--- src/rtl/sac_consts.svh ---
`ifndef SAC_CONSTS_SVH
`define SAC_CONSTS_SVH
// Contract
// - Produce a ten-bit successive-approximation result into the result byte pair.
// - Offer seven sources: four external pins, temperature, DAC and reference buffer.
// - Channel select routes at most one source to the shared sample-and-hold.
// - Positive reference is the reference pin or supply; negative is always ground.
// - Clock select codes give system clock divided by 2 to 64, or RC.
// - One bit per bit period; a whole conversion takes eleven and a half periods.
// - Divided clocks follow the system clock; the RC clock is independent of it.
// - Conversions run during sleep only with the internal RC clock selected.
// - The completion flag is set at every conversion end, whatever the enable.
// - Hardware never clears the completion flag; software clears it explicitly.
// - With the converter interrupt enabled, completion during sleep wakes the device.
// - After wake, the instruction after sleep executes before anything else.
// - Enable plus peripheral enable with global clear resumes inline; all three vector.
// - The justify bit places the result left or right across the byte pair.
// - Codes 0-3 pins, 29 temperature, 30 DAC, 31 buffer; others connect nothing.
// - Writing one to the status bit while enabled starts; it reads one while busy.
// - At completion clear the status bit, set the flag and load the result.
// - Sleep with a non-RC clock aborts and powers the converter off, enable kept.
`define SAC_ADDR_CTRL0 3'h0
`define SAC_ADDR_CTRL1 3'h1
`define SAC_ADDR_RES_HI 3'h2
`define SAC_ADDR_RES_LO 3'h3
`define SAC_ADDR_PFLAG1 3'h4
`define SAC_ADDR_PEN1 3'h5
`define SAC_ADDR_IRQCTL 3'h6
`define SAC_BIT_GO 1
`define SAC_BIT_ON 0
`define SAC_BIT_JUSTIFY 7
`define SAC_BIT_FLAG 6
`define SAC_BIT_IRQ_EN 6
`define SAC_BIT_GIE 7
`define SAC_BIT_PERIPHERAL_IRQ_ENABLE 6
`define SAC_RST_BYTE 8'h00
`define SAC_CLK_RC 2'h3
`define SAC_REF_PIN 2'h2
`define SAC_CHS_EXT_MAX 5'h03
`define SAC_CHS_TEMP 5'h1D
`define SAC_CHS_DAC 5'h1E
`define SAC_CHS_REFBUF 5'h1F
`define SAC_HALF_DIV2 6'h01
`define SAC_HALF_DIV4 6'h02
`define SAC_HALF_DIV8 6'h04
`define SAC_HALF_DIV16 6'h08
`define SAC_HALF_DIV32 6'h10
`define SAC_HALF_DIV64 6'h20
`define SAC_SEQ_SAMPLE 5'h03
`define SAC_SEQ_LAST 5'h17
`define SAC_MSB_MASK 10'h200
`endif

--- src/rtl/sac_pkg.sv ---
package sac_pkg;
   typedef enum logic [1:0] {SAC_IDLE, SAC_SAMPLE, SAC_CONVERT} sac_seq_type;
   typedef struct packed {
      logic [4:0] input_channel_select;
      logic go;
      logic on;
      logic justify;
      logic [2:0] clk_sel;
      logic [1:0] pref;
      logic flag;
      logic irq_en;
      logic global_irq_enable;
      logic peripheral_irq_enable;
      logic [9:0] result;
      logic [7:0] rdata;
      logic sleeping;
      logic post_wake;
      logic off_by_sleep;
      logic wake;
      logic vector_req;
      logic [6:0] mux;
      logic vref_pin;
      logic powered;
      logic start;
      logic abort;
      logic cmp_sync;
   } sac_top_state_type;
   typedef struct packed {
      logic [5:0] cnt;
      logic [2:0] rc_sync;
      logic tick;
   } sac_div_state_type;
   typedef struct packed {
      sac_seq_type seq;
      logic [4:0] phase;
      logic [9:0] mask;
      logic [9:0] trial;
      logic [9:0] result;
      logic done;
      logic sampling;
   } sac_sar_state_type;
endpackage

--- src/rtl/sac_conv_if.sv ---
`timescale 1ns/1ps
interface sac_conv_if;
   logic run;
   logic [2:0] clk_sel;
   logic half_tick;
   logic start;
   logic abort;
   logic cmp;
   logic done;
   logic [9:0] result;
   logic [9:0] trial;
   logic sampling;
   modport ctl(output run, clk_sel, start, abort, cmp, input done, result, trial, sampling);
   modport div(input run, clk_sel, output half_tick);
   modport sar(input run, half_tick, start, abort, cmp, output done, result, trial, sampling);
endinterface

--- src/rtl/sac_clkdiv.sv ---
`timescale 1ns/1ps
`include "sac_consts.svh"
module sac_clkdiv (
   input wire logic i_core_clk,
   input wire logic i_arst_n,
   input wire logic i_rc_clk,
   sac_conv_if.div conv
);
   import sac_pkg::*;
   sac_div_state_type st;
   sac_div_state_type next_st;

   // Half bit-period length in system clocks for each divided source.
   function automatic logic [5:0] half_count(input logic [2:0] sel);
      case (sel)
         3'h0: half_count = `SAC_HALF_DIV2;
         3'h4: half_count = `SAC_HALF_DIV4;
         3'h1: half_count = `SAC_HALF_DIV8;
         3'h5: half_count = `SAC_HALF_DIV16;
         3'h2: half_count = `SAC_HALF_DIV32;
         3'h6: half_count = `SAC_HALF_DIV64;
         default: half_count = `SAC_HALF_DIV2;
      endcase
   endfunction

   // Each tick marks half a bit period, so the odd half of the 11.5 periods fits.
   always_comb begin
      next_st = st;
      next_st.rc_sync = {st.rc_sync[1:0], i_rc_clk};
      next_st.tick = 1'b0;
      if (!conv.run) begin
         next_st.cnt = 6'h00;
      end else if (conv.clk_sel[1:0] == `SAC_CLK_RC) begin
         next_st.cnt = 6'h00;
         next_st.tick = st.rc_sync[2] ^ st.rc_sync[1];
      end else if (st.cnt + 6'h01 >= half_count(conv.clk_sel)) begin
         next_st.cnt = 6'h00;
         next_st.tick = 1'b1;
      end else begin
         next_st.cnt = st.cnt + 6'h01;
      end
   end

   // State register.
   always_ff @(posedge i_core_clk or negedge i_arst_n) begin
      if (!i_arst_n) begin
         st <= '0;
      end else begin
         st <= next_st;
      end
   end

   assign conv.half_tick = st.tick;
endmodule

--- src/rtl/sac_sar.sv ---
`timescale 1ns/1ps
`include "sac_consts.svh"
module sac_sar (
   input wire logic i_core_clk,
   input wire logic i_arst_n,
   sac_conv_if.sar conv
);
   import sac_pkg::*;
   sac_sar_state_type st;
   sac_sar_state_type next_st;
   logic [9:0] kept;

   // Three half periods of sampling, then one decision every two half periods.
   always_comb begin
      kept = conv.cmp ? st.trial : (st.trial & ~st.mask);
      next_st = st;
      next_st.done = 1'b0;
      if (conv.abort || !conv.run) begin
         next_st.seq = SAC_IDLE;
         next_st.sampling = 1'b0;
      end else if (conv.start) begin
         next_st.seq = SAC_SAMPLE;
         next_st.phase = 5'h00;
         next_st.mask = `SAC_MSB_MASK;
         next_st.trial = `SAC_MSB_MASK;
         next_st.sampling = 1'b1;
      end else if (conv.half_tick) begin
         case (st.seq)
            SAC_SAMPLE: begin
               next_st.phase = st.phase + 5'h01;
               if (next_st.phase == `SAC_SEQ_SAMPLE) begin
                  next_st.seq = SAC_CONVERT;
                  next_st.sampling = 1'b0;
               end
            end
            SAC_CONVERT: begin
               next_st.phase = st.phase + 5'h01;
               if (next_st.phase[0]) begin
                  next_st.mask = st.mask >> 1;
                  next_st.trial = kept | (st.mask >> 1);
                  if (next_st.phase == `SAC_SEQ_LAST) begin
                     next_st.result = kept;
                     next_st.trial = kept;
                     next_st.done = 1'b1;
                     next_st.seq = SAC_IDLE;
                  end
               end
            end
            default: begin
               next_st.seq = SAC_IDLE;
            end
         endcase
      end
   end

   // State register.
   always_ff @(posedge i_core_clk or negedge i_arst_n) begin
      if (!i_arst_n) begin
         st <= '0;
      end else begin
         st <= next_st;
      end
   end

   assign conv.done = st.done;
   assign conv.result = st.result;
   assign conv.trial = st.trial;
   assign conv.sampling = st.sampling;
endmodule

--- src/rtl/sac_top.sv ---
`timescale 1ns/1ps
`include "sac_consts.svh"
module sac_top (
   input wire logic i_core_clk,
   input wire logic i_arst_n,
   input wire logic [2:0] i_addr,
   input wire logic [7:0] i_wdata,
   input wire logic i_we,
   input wire logic i_re,
   output logic [7:0] o_rdata,
   input wire logic i_sleep_enter,
   input wire logic i_sleep_exit,
   input wire logic i_instr_retired,
   input wire logic i_rc_clk,
   input wire logic i_cmp_high,
   output logic [6:0] o_mux_sel,
   output logic o_vref_from_pin,
   output logic o_conv_powered,
   output logic o_sample_hold,
   output logic [9:0] o_dac_code,
   output logic o_wake,
   output logic o_vector_req
);
   import sac_pkg::*;

   // ----------------------------------------------------------------
   // State and sub-blocks
   // ----------------------------------------------------------------

   sac_top_state_type st;
   sac_top_state_type next_st;
   sac_conv_if conv();

   // The divider turns the selected source into half bit-period ticks.
   sac_clkdiv u_clkdiv (
      .i_core_clk(i_core_clk),
      .i_arst_n(i_arst_n),
      .i_rc_clk(i_rc_clk),
      .conv(conv)
   );

   // The sequencer walks the ten trial bits against the comparator.
   sac_sar u_sar (
      .i_core_clk(i_core_clk),
      .i_arst_n(i_arst_n),
      .conv(conv)
   );

   // ----------------------------------------------------------------
   // Helper functions
   // ----------------------------------------------------------------

   // One-hot source select; unassigned codes leave every switch open.
   // Bits 3:0 are the external pins, 4 temperature, 5 DAC, 6 buffer.
   function automatic logic [6:0] decode_channel(input logic [4:0] input_channel_select);
      logic [6:0] sel;
      sel = 7'h00;
      if (input_channel_select <= `SAC_CHS_EXT_MAX) begin
         sel[input_channel_select[1:0]] = 1'b1;
      end else if (input_channel_select == `SAC_CHS_TEMP) begin
         sel[4] = 1'b1;
      end else if (input_channel_select == `SAC_CHS_DAC) begin
         sel[5] = 1'b1;
      end else if (input_channel_select == `SAC_CHS_REFBUF) begin
         sel[6] = 1'b1;
      end
      return sel;
   endfunction

   // Result byte pair as {high, low} for either placement.
   // Right placement zeroes the six top bits of the high byte, left placement
   // zeroes the six bottom bits of the low byte.
   function automatic logic [15:0] place_result(input logic [9:0] res, input logic right);
      logic [15:0] pair;
      if (right) begin
         pair = {6'h00, res};
      end else begin
         pair = {res, 6'h00};
      end
      return pair;
   endfunction

   // True when the internal RC oscillator drives the conversion clock.
   function automatic logic uses_rc(input logic [2:0] sel);
      return sel[1:0] == `SAC_CLK_RC;
   endfunction

   // ----------------------------------------------------------------
   // Links to the sub-blocks
   // ----------------------------------------------------------------

   // The sequencer runs only when enabled and not parked by sleep. This is
   // what keeps the divider and sequencer quiet while the enable is clear.
   assign conv.run = st.on & ~st.off_by_sleep;
   assign conv.clk_sel = st.clk_sel;
   assign conv.start = st.start;
   assign conv.abort = st.abort;
   // One stage keeps up with divide-by-2 decisions.
   assign conv.cmp = st.cmp_sync;

   // ----------------------------------------------------------------
   // Control, status and register access
   // ----------------------------------------------------------------

   // Single next-state process. Later assignments override earlier ones,
   // so hardware events are placed after software writes and win the race.
   always_comb begin
      logic [15:0] pair;
      pair = place_result(st.result, st.justify);
      next_st = st;
      next_st.start = 1'b0;
      next_st.abort = 1'b0;
      next_st.wake = 1'b0;
      next_st.rdata = `SAC_RST_BYTE;
      next_st.cmp_sync = i_cmp_high;

      // Register writes from the core.
      if (i_we) begin
         case (i_addr)
            `SAC_ADDR_CTRL0: begin
               next_st.input_channel_select = i_wdata[6:2];
               next_st.on = i_wdata[`SAC_BIT_ON];
               next_st.off_by_sleep = 1'b0;
               if (!i_wdata[`SAC_BIT_ON]) begin
                  // Turning the converter off drops any conversion in flight.
                  next_st.go = 1'b0;
                  next_st.abort = st.go;
               end else if (i_wdata[`SAC_BIT_GO] && !st.go) begin
                  next_st.go = 1'b1;
                  next_st.start = 1'b1;
               end else if (!i_wdata[`SAC_BIT_GO] && st.go) begin
                  // Software termination keeps the partial code; unresolved
                  // bits still hold their trial pattern.
                  next_st.go = 1'b0;
                  next_st.abort = 1'b1;
                  next_st.result = conv.trial;
               end
            end
            `SAC_ADDR_CTRL1: begin
               next_st.justify = i_wdata[`SAC_BIT_JUSTIFY];
               next_st.clk_sel = i_wdata[6:4];
               next_st.pref = i_wdata[1:0];
            end
            `SAC_ADDR_PFLAG1: begin
               // The only path apart from reset that ever clears the flag.
               next_st.flag = i_wdata[`SAC_BIT_FLAG];
            end
            `SAC_ADDR_PEN1: begin
               next_st.irq_en = i_wdata[`SAC_BIT_IRQ_EN];
            end
            `SAC_ADDR_IRQCTL: begin
               next_st.global_irq_enable = i_wdata[`SAC_BIT_GIE];
               next_st.peripheral_irq_enable = i_wdata[`SAC_BIT_PERIPHERAL_IRQ_ENABLE];
            end
            default: begin
            end
         endcase
      end

      // The core retiring the first instruction after wake releases vectoring.
      if (i_instr_retired) begin
         next_st.post_wake = 1'b0;
      end

      // Another wake source ends sleep; the converter comes back on.
      if (i_sleep_exit && st.sleeping) begin
         next_st.sleeping = 1'b0;
         next_st.off_by_sleep = 1'b0;
         next_st.post_wake = 1'b1;
      end

      // Entering sleep. A system-clock derived conversion clock stops with
      // the core, so the conversion is dropped and the converter parked while
      // the enable bit itself stays set.
      if (i_sleep_enter) begin
         next_st.sleeping = 1'b1;
         if (!uses_rc(st.clk_sel)) begin
            next_st.go = 1'b0;
            next_st.abort = st.go;
            next_st.off_by_sleep = 1'b1;
         end
      end

      // Completion. A late done after an abort is ignored because the
      // status bit is already low by then.
      if (conv.done && st.go) begin
         next_st.go = 1'b0;
         next_st.result = conv.result;
         next_st.flag = 1'b1;
         if (st.sleeping) begin
            if (st.irq_en) begin
               next_st.wake = 1'b1;
               next_st.sleeping = 1'b0;
               next_st.post_wake = 1'b1;
            end else begin
               // Without a wake the converter powers down after the result.
               next_st.off_by_sleep = 1'b1;
            end
         end
      end

      // Read data stand for exactly the cycle after the read strobe.
      if (i_re) begin
         case (i_addr)
            `SAC_ADDR_CTRL0: next_st.rdata = {1'b0, st.input_channel_select, st.go, st.on};
            `SAC_ADDR_CTRL1: next_st.rdata = {st.justify, st.clk_sel, 2'b00, st.pref};
            `SAC_ADDR_RES_HI: next_st.rdata = pair[15:8];
            `SAC_ADDR_RES_LO: next_st.rdata = pair[7:0];
            `SAC_ADDR_PFLAG1: next_st.rdata = {1'b0, st.flag, 6'h00};
            `SAC_ADDR_PEN1: next_st.rdata = {1'b0, st.irq_en, 6'h00};
            `SAC_ADDR_IRQCTL: next_st.rdata = {st.global_irq_enable, st.peripheral_irq_enable, 6'h00};
            default: next_st.rdata = `SAC_RST_BYTE;
         endcase
      end

      // Registered views that leave the block.
      // Seven sources, one switch each; reserved codes close none.
      next_st.mux = decode_channel(next_st.input_channel_select);
      // Negative reference is ground by construction; only ref+ is chosen.
      next_st.vref_pin = next_st.pref == `SAC_REF_PIN;
      next_st.powered = next_st.on & ~next_st.off_by_sleep;
      // The vector request is held back while asleep and until the
      // instruction after the sleep has retired. With the global enable
      // clear the core simply resumes inline after that instruction.
      next_st.vector_req = next_st.flag & next_st.irq_en & next_st.peripheral_irq_enable & next_st.global_irq_enable & ~next_st.sleeping
                           & ~next_st.post_wake;
   end

   // ----------------------------------------------------------------
   // State register
   // ----------------------------------------------------------------

   // All control and status clear together under reset, which also
   // terminates any conversion because the start and run lines drop.
   always_ff @(posedge i_core_clk or negedge i_arst_n) begin
      if (!i_arst_n) begin
         st <= '0;
      end else begin
         st <= next_st;
      end
   end

   // ----------------------------------------------------------------
   // Outputs
   // ----------------------------------------------------------------

   // Every output is a flip-flop, here or inside the sequencer.
   assign o_rdata = st.rdata;
   assign o_mux_sel = st.mux;
   assign o_vref_from_pin = st.vref_pin;
   assign o_conv_powered = st.powered;
   assign o_sample_hold = conv.sampling;
   assign o_dac_code = conv.trial;
   assign o_wake = st.wake;
   assign o_vector_req = st.vector_req;
endmodule

--- config.mk ---
export PLATFORM = sky130hd
export DESIGN_NAME = sac_top
export DESIGN_NICKNAME = d
export VERILOG_FILES = /design/src/rtl/sac_pkg.sv /design/src/rtl/sac_conv_if.sv /design/src/rtl/sac_clkdiv.sv /design/src/rtl/sac_sar.sv /design/src/rtl/sac_top.sv
export VERILOG_INCLUDE_DIRS = /design/src /design/src/rtl
export SDC_FILE = /design/constraint.sdc
export NUM_CORES = 1
export LEC_CHECK = 0
export BUFFER_PORTS_ARGS = -buffer_cell sky130_fd_sc_hd__buf_2
export CORE_MARGIN = 1.5
export CORE_UTILIZATION = 58
export CTS_CLUSTER_SIZE = 10
export DETAILED_ROUTE_END_ITERATION = 7
export GPL_TIMING_DRIVEN = 0
export PLACE_DENSITY = 0.88
export SKIP_CTS_REPAIR_TIMING = 1
export SLEW_MARGIN = 20
export SYNTH_ARGS = -nofsm -noshare
export SYNTH_HDL_FRONTEND = slang
export SYNTH_HIERARCHICAL = 1
export SYNTH_SLANG_ARGS = --single-unit
--- constraint.sdc ---
create_clock -name i_core_clk -period 2.3 [get_ports i_core_clk]
set_clock_uncertainty 0.05 [all_clocks]
set_input_delay 0.46 -clock i_core_clk [delete_from_list [all_inputs] [get_ports i_core_clk]]
set_output_delay 0.46 -clock i_core_clk [all_outputs]
set_load 0.05 [all_outputs]
==> summary.md <==
| Metric | Value |
|---|---|
| DP Worst Slack | -0.00481 ns |
| Post-route total power | 3690 uW |
| Via-per-instance ratio | 5.69 |
| HPWL after DPL | 8.25 mm |
| Sequential power share | 0.534 |
| Ys Warns | 6 |
| Sequential area share after synthesis | 0.476 |
| Final worst slack | 0.0859 ns |
| Outcome | finished, violations left |
| Max H-tree Level | 3 |
| Switch share | 0.310 |
| IO Pins | 50 |
| GRT met2 Usage | 0.418 |
| Chip height | 98.7 um |
| Layout cell share with drive strength beyond 1 | 0.252 |
| # diodes | 0 |
| Cell-internal power | 2550 uW |
| Critical path's top delay family | simple AND/OR/NAND/NOR gates |
| Largest net degree at the start of global routing | 54 |
| Crit path DAT | 2.45 ns |
| CP max FO | 10 |
| DR iter-0 viols | 284 |
| Global-route wire length before repair | 18.9 mm |
| TritonCTS Buffers | 9 |
| Layout area overhead | 12.1% |
| Mapped Area | 0.00531 mm2 |
| DRT Pass-1 Iters | 8 |
| GR Util met3 | 0.0482 |
| Worst EP required | 2.54 ns |
| Die Area | 0.00973 mm2 |
| Crit path largest cell delay | 0.42 ns |
| Failing checks | DRC, hold timing |
| Distinct cells, synth | 61 |
| Mean post-synth cell area | 10.0 um2 |
| #FFs+latches synth | 101 |
| WL final | 11.3 mm |
| Slowest cell on the critical path | dfrtp_1 |
| Syn Inst Count | 529 |
| LEAKAGE | 0.00284 uW |
| RSZ-0062 raised after global routing | false |
| Smallest hold slack | -0.0174 ns |
| Syn Nets | 564 |
| PwrDens | 620 mW/mm2 |
| Max_slew headroom | 0.580 |
| GPL Wtd Cong | 0.856 |
| CTS tree | done |
| Die W | 98.7 um |
| Vias in the first global route | 3,958 |
| Initial Utilization | 0.603 |
| EDFF count, synth | 0 |
| Final Util | 0.676 |
| # port buffers | 48 |
| # nets final | 630 |
| Pin slew with the least headroom to its limit | 0.626 ns |
| HP Class | in -> async |
| Slew Limit Fails | 0 |
| Critical path class | reg -> reg |
| Congestion Overflow GR | 0 |
| Worst-path clk slew | 0.10 ns |
| Clock tree buffer depth | 2 |
| Net switching power | 1140 uW |
| # rows | 34 |
| GRT Total Usage | 0.245 |
| Buf+Inv Stages, Crit Path | 1 |
| Vias post-DR | 4,031 |
| # DRC | 8 |
| Clock sinks | 101 |
| Crit path capture type | register |
| Minimum clock period | 2.21 ns |
| # setup viols final | 0 |
| Worst skew pair latency | 0.37 ns |
| FMAX | 452 MHz |
| Post-route ant nets | 0 |
| Power share of the combinational group | 0.190 |
| Most Used Layer, Global Route | met2 |
| Post-synth ARST share | 1.00 |
| Max cap viols | 0 |
| Core area | 0.00881 mm2 |
| Peak supply drop | 373 uV |
| Main synth FF type | dfrtp_1 |
| Worst-path cell chain | nor2b_1, nor2b_2, nand3_2, nor3_4, buf_6, mux2i_1 |
| DR WL/cell | 15.9 um |
| Final Hold Viols | 19 |
| Setup crit start kind | register |
| Clk pwr share | 0.276 |
| Initial antenna violation count | 0 |
| Root Driver | clkbuf_8 |
| Crit share post-route | 0.963 |
| GR Layer Usage met1 | 0.315 |
-- state kept, by name (all words and copies together) (netlist names) --
signal / flops
conv.abort: 1
conv.clk_sel: 3
conv.cmp: 1
conv.start: 1
o_conv_powered: 1
o_mux_sel: 7
o_rdata: 8
o_vector_req: 1
o_vref_from_pin: 1
o_wake: 1
st: 27
u_clkdiv/conv.half_tick: 1
u_clkdiv/next_st: 2
u_clkdiv/st: 7
u_sar/conv.done: 1
u_sar/conv.result: 10
u_sar/conv.sampling: 1
u_sar/conv.trial: 10
u_sar/st: 17
-- kinds of logic after synthesis --
logic type               count (synthesis)  synth area share
adder cells (fa/ha/maj)                 15            0.0354
multiplexers                            43            0.0894
AND/OR/NAND/NOR                        155             0.162
XOR/XNOR                                 7            0.0116
AO/OA/AOI/OAI                          114             0.129
flip-flops                             101             0.476
buffers and inverters                   94            0.0969
-- final cells by class --
| cell class | count | area, um2 |
|---|---|---|
| flip-flops and latches | 101 | 2530 |
| clock inverters | 7 | 48.8 |
| multi-input cells | 334 | 2280 |
| repair buffers | 55 | 319 |
| well taps | 108 | 135 |
| inverters | 35 | 131 |
| plain buffers | 59 | 383 |
| clock buffers | 9 | 124 |
| fillers | 655 | 2860 |
-- through the flow --
| stage | instances | instance area [um2] | hold WS (ns) | TNS (ns) |
|---|---|---|---|---|
| global placement | 685 | 5680 | 0.288 | -22.86 |
| finish | 708 | 5950 | -0.0174 | 0 |
| global route | 708 | 5950 | 0.00236 | 0 |
| CTS | 702 | 5890 | -0.00923 | -0.340 |
| floorplan | 529 | 5310 | 0.114 | 0 |
| detailed placement | 686 | 5720 | 0.288 | -0.00481 |
-- cell usage after synthesis, types with 4 or more instances --
| master | count | area [um2] |
|---|---|---|
| nor3_1 | 13 | 65.1 |
| clkbuf_1 | 16 | 60.1 |
| nor2b_2 | 4 | 35.0 |
| nand2_1 | 52 | 195 |
| dfrtp_1 | 101 | 2530 |
| a31oi_1 | 4 | 25.0 |
| buf_4 | 36 | 270 |
| nor2_1 | 10 | 37.5 |
| inv_1 | 35 | 131 |
| nand4_1 | 5 | 31.3 |
| mux2_2 | 21 | 236 |
| o21ai_0 | 53 | 265 |
| mux2i_1 | 20 | 200 |
| nand3b_1 | 4 | 30.0 |
| nor2b_1 | 11 | 68.8 |
| nand3_1 | 21 | 105 |
| nand2b_1 | 12 | 75.1 |
| ha_1 | 15 | 188 |
| a21o_1 | 4 | 30.0 |
| a21oi_1 | 25 | 125 |
| and3_1 | 4 | 25.0 |
| xnor2_1 | 4 | 35.0 |
-- routing by layer --
metal | vias up | wire length (um)
li1 | 1930 | -
met1 | 1965 | 4950
met2 | 114 | 5600
met3 | 22 | 477
met4 | 0 | 250
met5 | - | 0
-- final timing paths --
kind,cells past startpoint,end,start,slack (ns)
worst max-delay path,6,u_sar/conv.result[4]$_DFFE_PN0P_,st[45]$_DFF_PN0_,0.09
max in group asynchronous,2,conv.clk_sel[0]$_DFFE_PN0P_,i_arst_n,1.59
worst min register to register,0,u_clkdiv/next_st[3]$_DFF_PN0_,u_clkdiv/next_st[2]$_DFF_PN0_,0.31
worst max register to register,6,u_sar/conv.result[4]$_DFFE_PN0P_,st[45]$_DFF_PN0_,0.09
worst min-delay path,1,u_sar/conv.trial[4]$_DFFE_PN0P_,i_arst_n,-0.02
min in group i_core_clk,1,conv.cmp$_DFF_PN0_,i_cmp_high,0.14
-- power groups by stage --
stage	Combinational (uW)	Sequential, uW	Clock [uW]
after detailed placement	641	2010	0
after floorplan	437	2000	0
after CTS	651	1980	1040
final	702	1970	1020
after global routing	769	1990	1120
after global placement	603	2000	0
-- cells in the final DEF (no fill, tap or decap), types with 5 or more instances in the layout --
cell type	instances
dfrtp_1	99
o21ai_0	53
nand2_1	52
buf_2	50
buf_4	42
inv_1	35
a21oi_1	24
nand3_1	21
mux2_2	21
mux2i_1	20
clkbuf_1	16
ha_1	15
nor3_1	13
nand2b_1	12
nor2b_1	10
nor2_1	10
clkbuf_8	9
nand4_1	5
nor2b_2	5
Note: power is estimated with default switching activity, not from simulation.
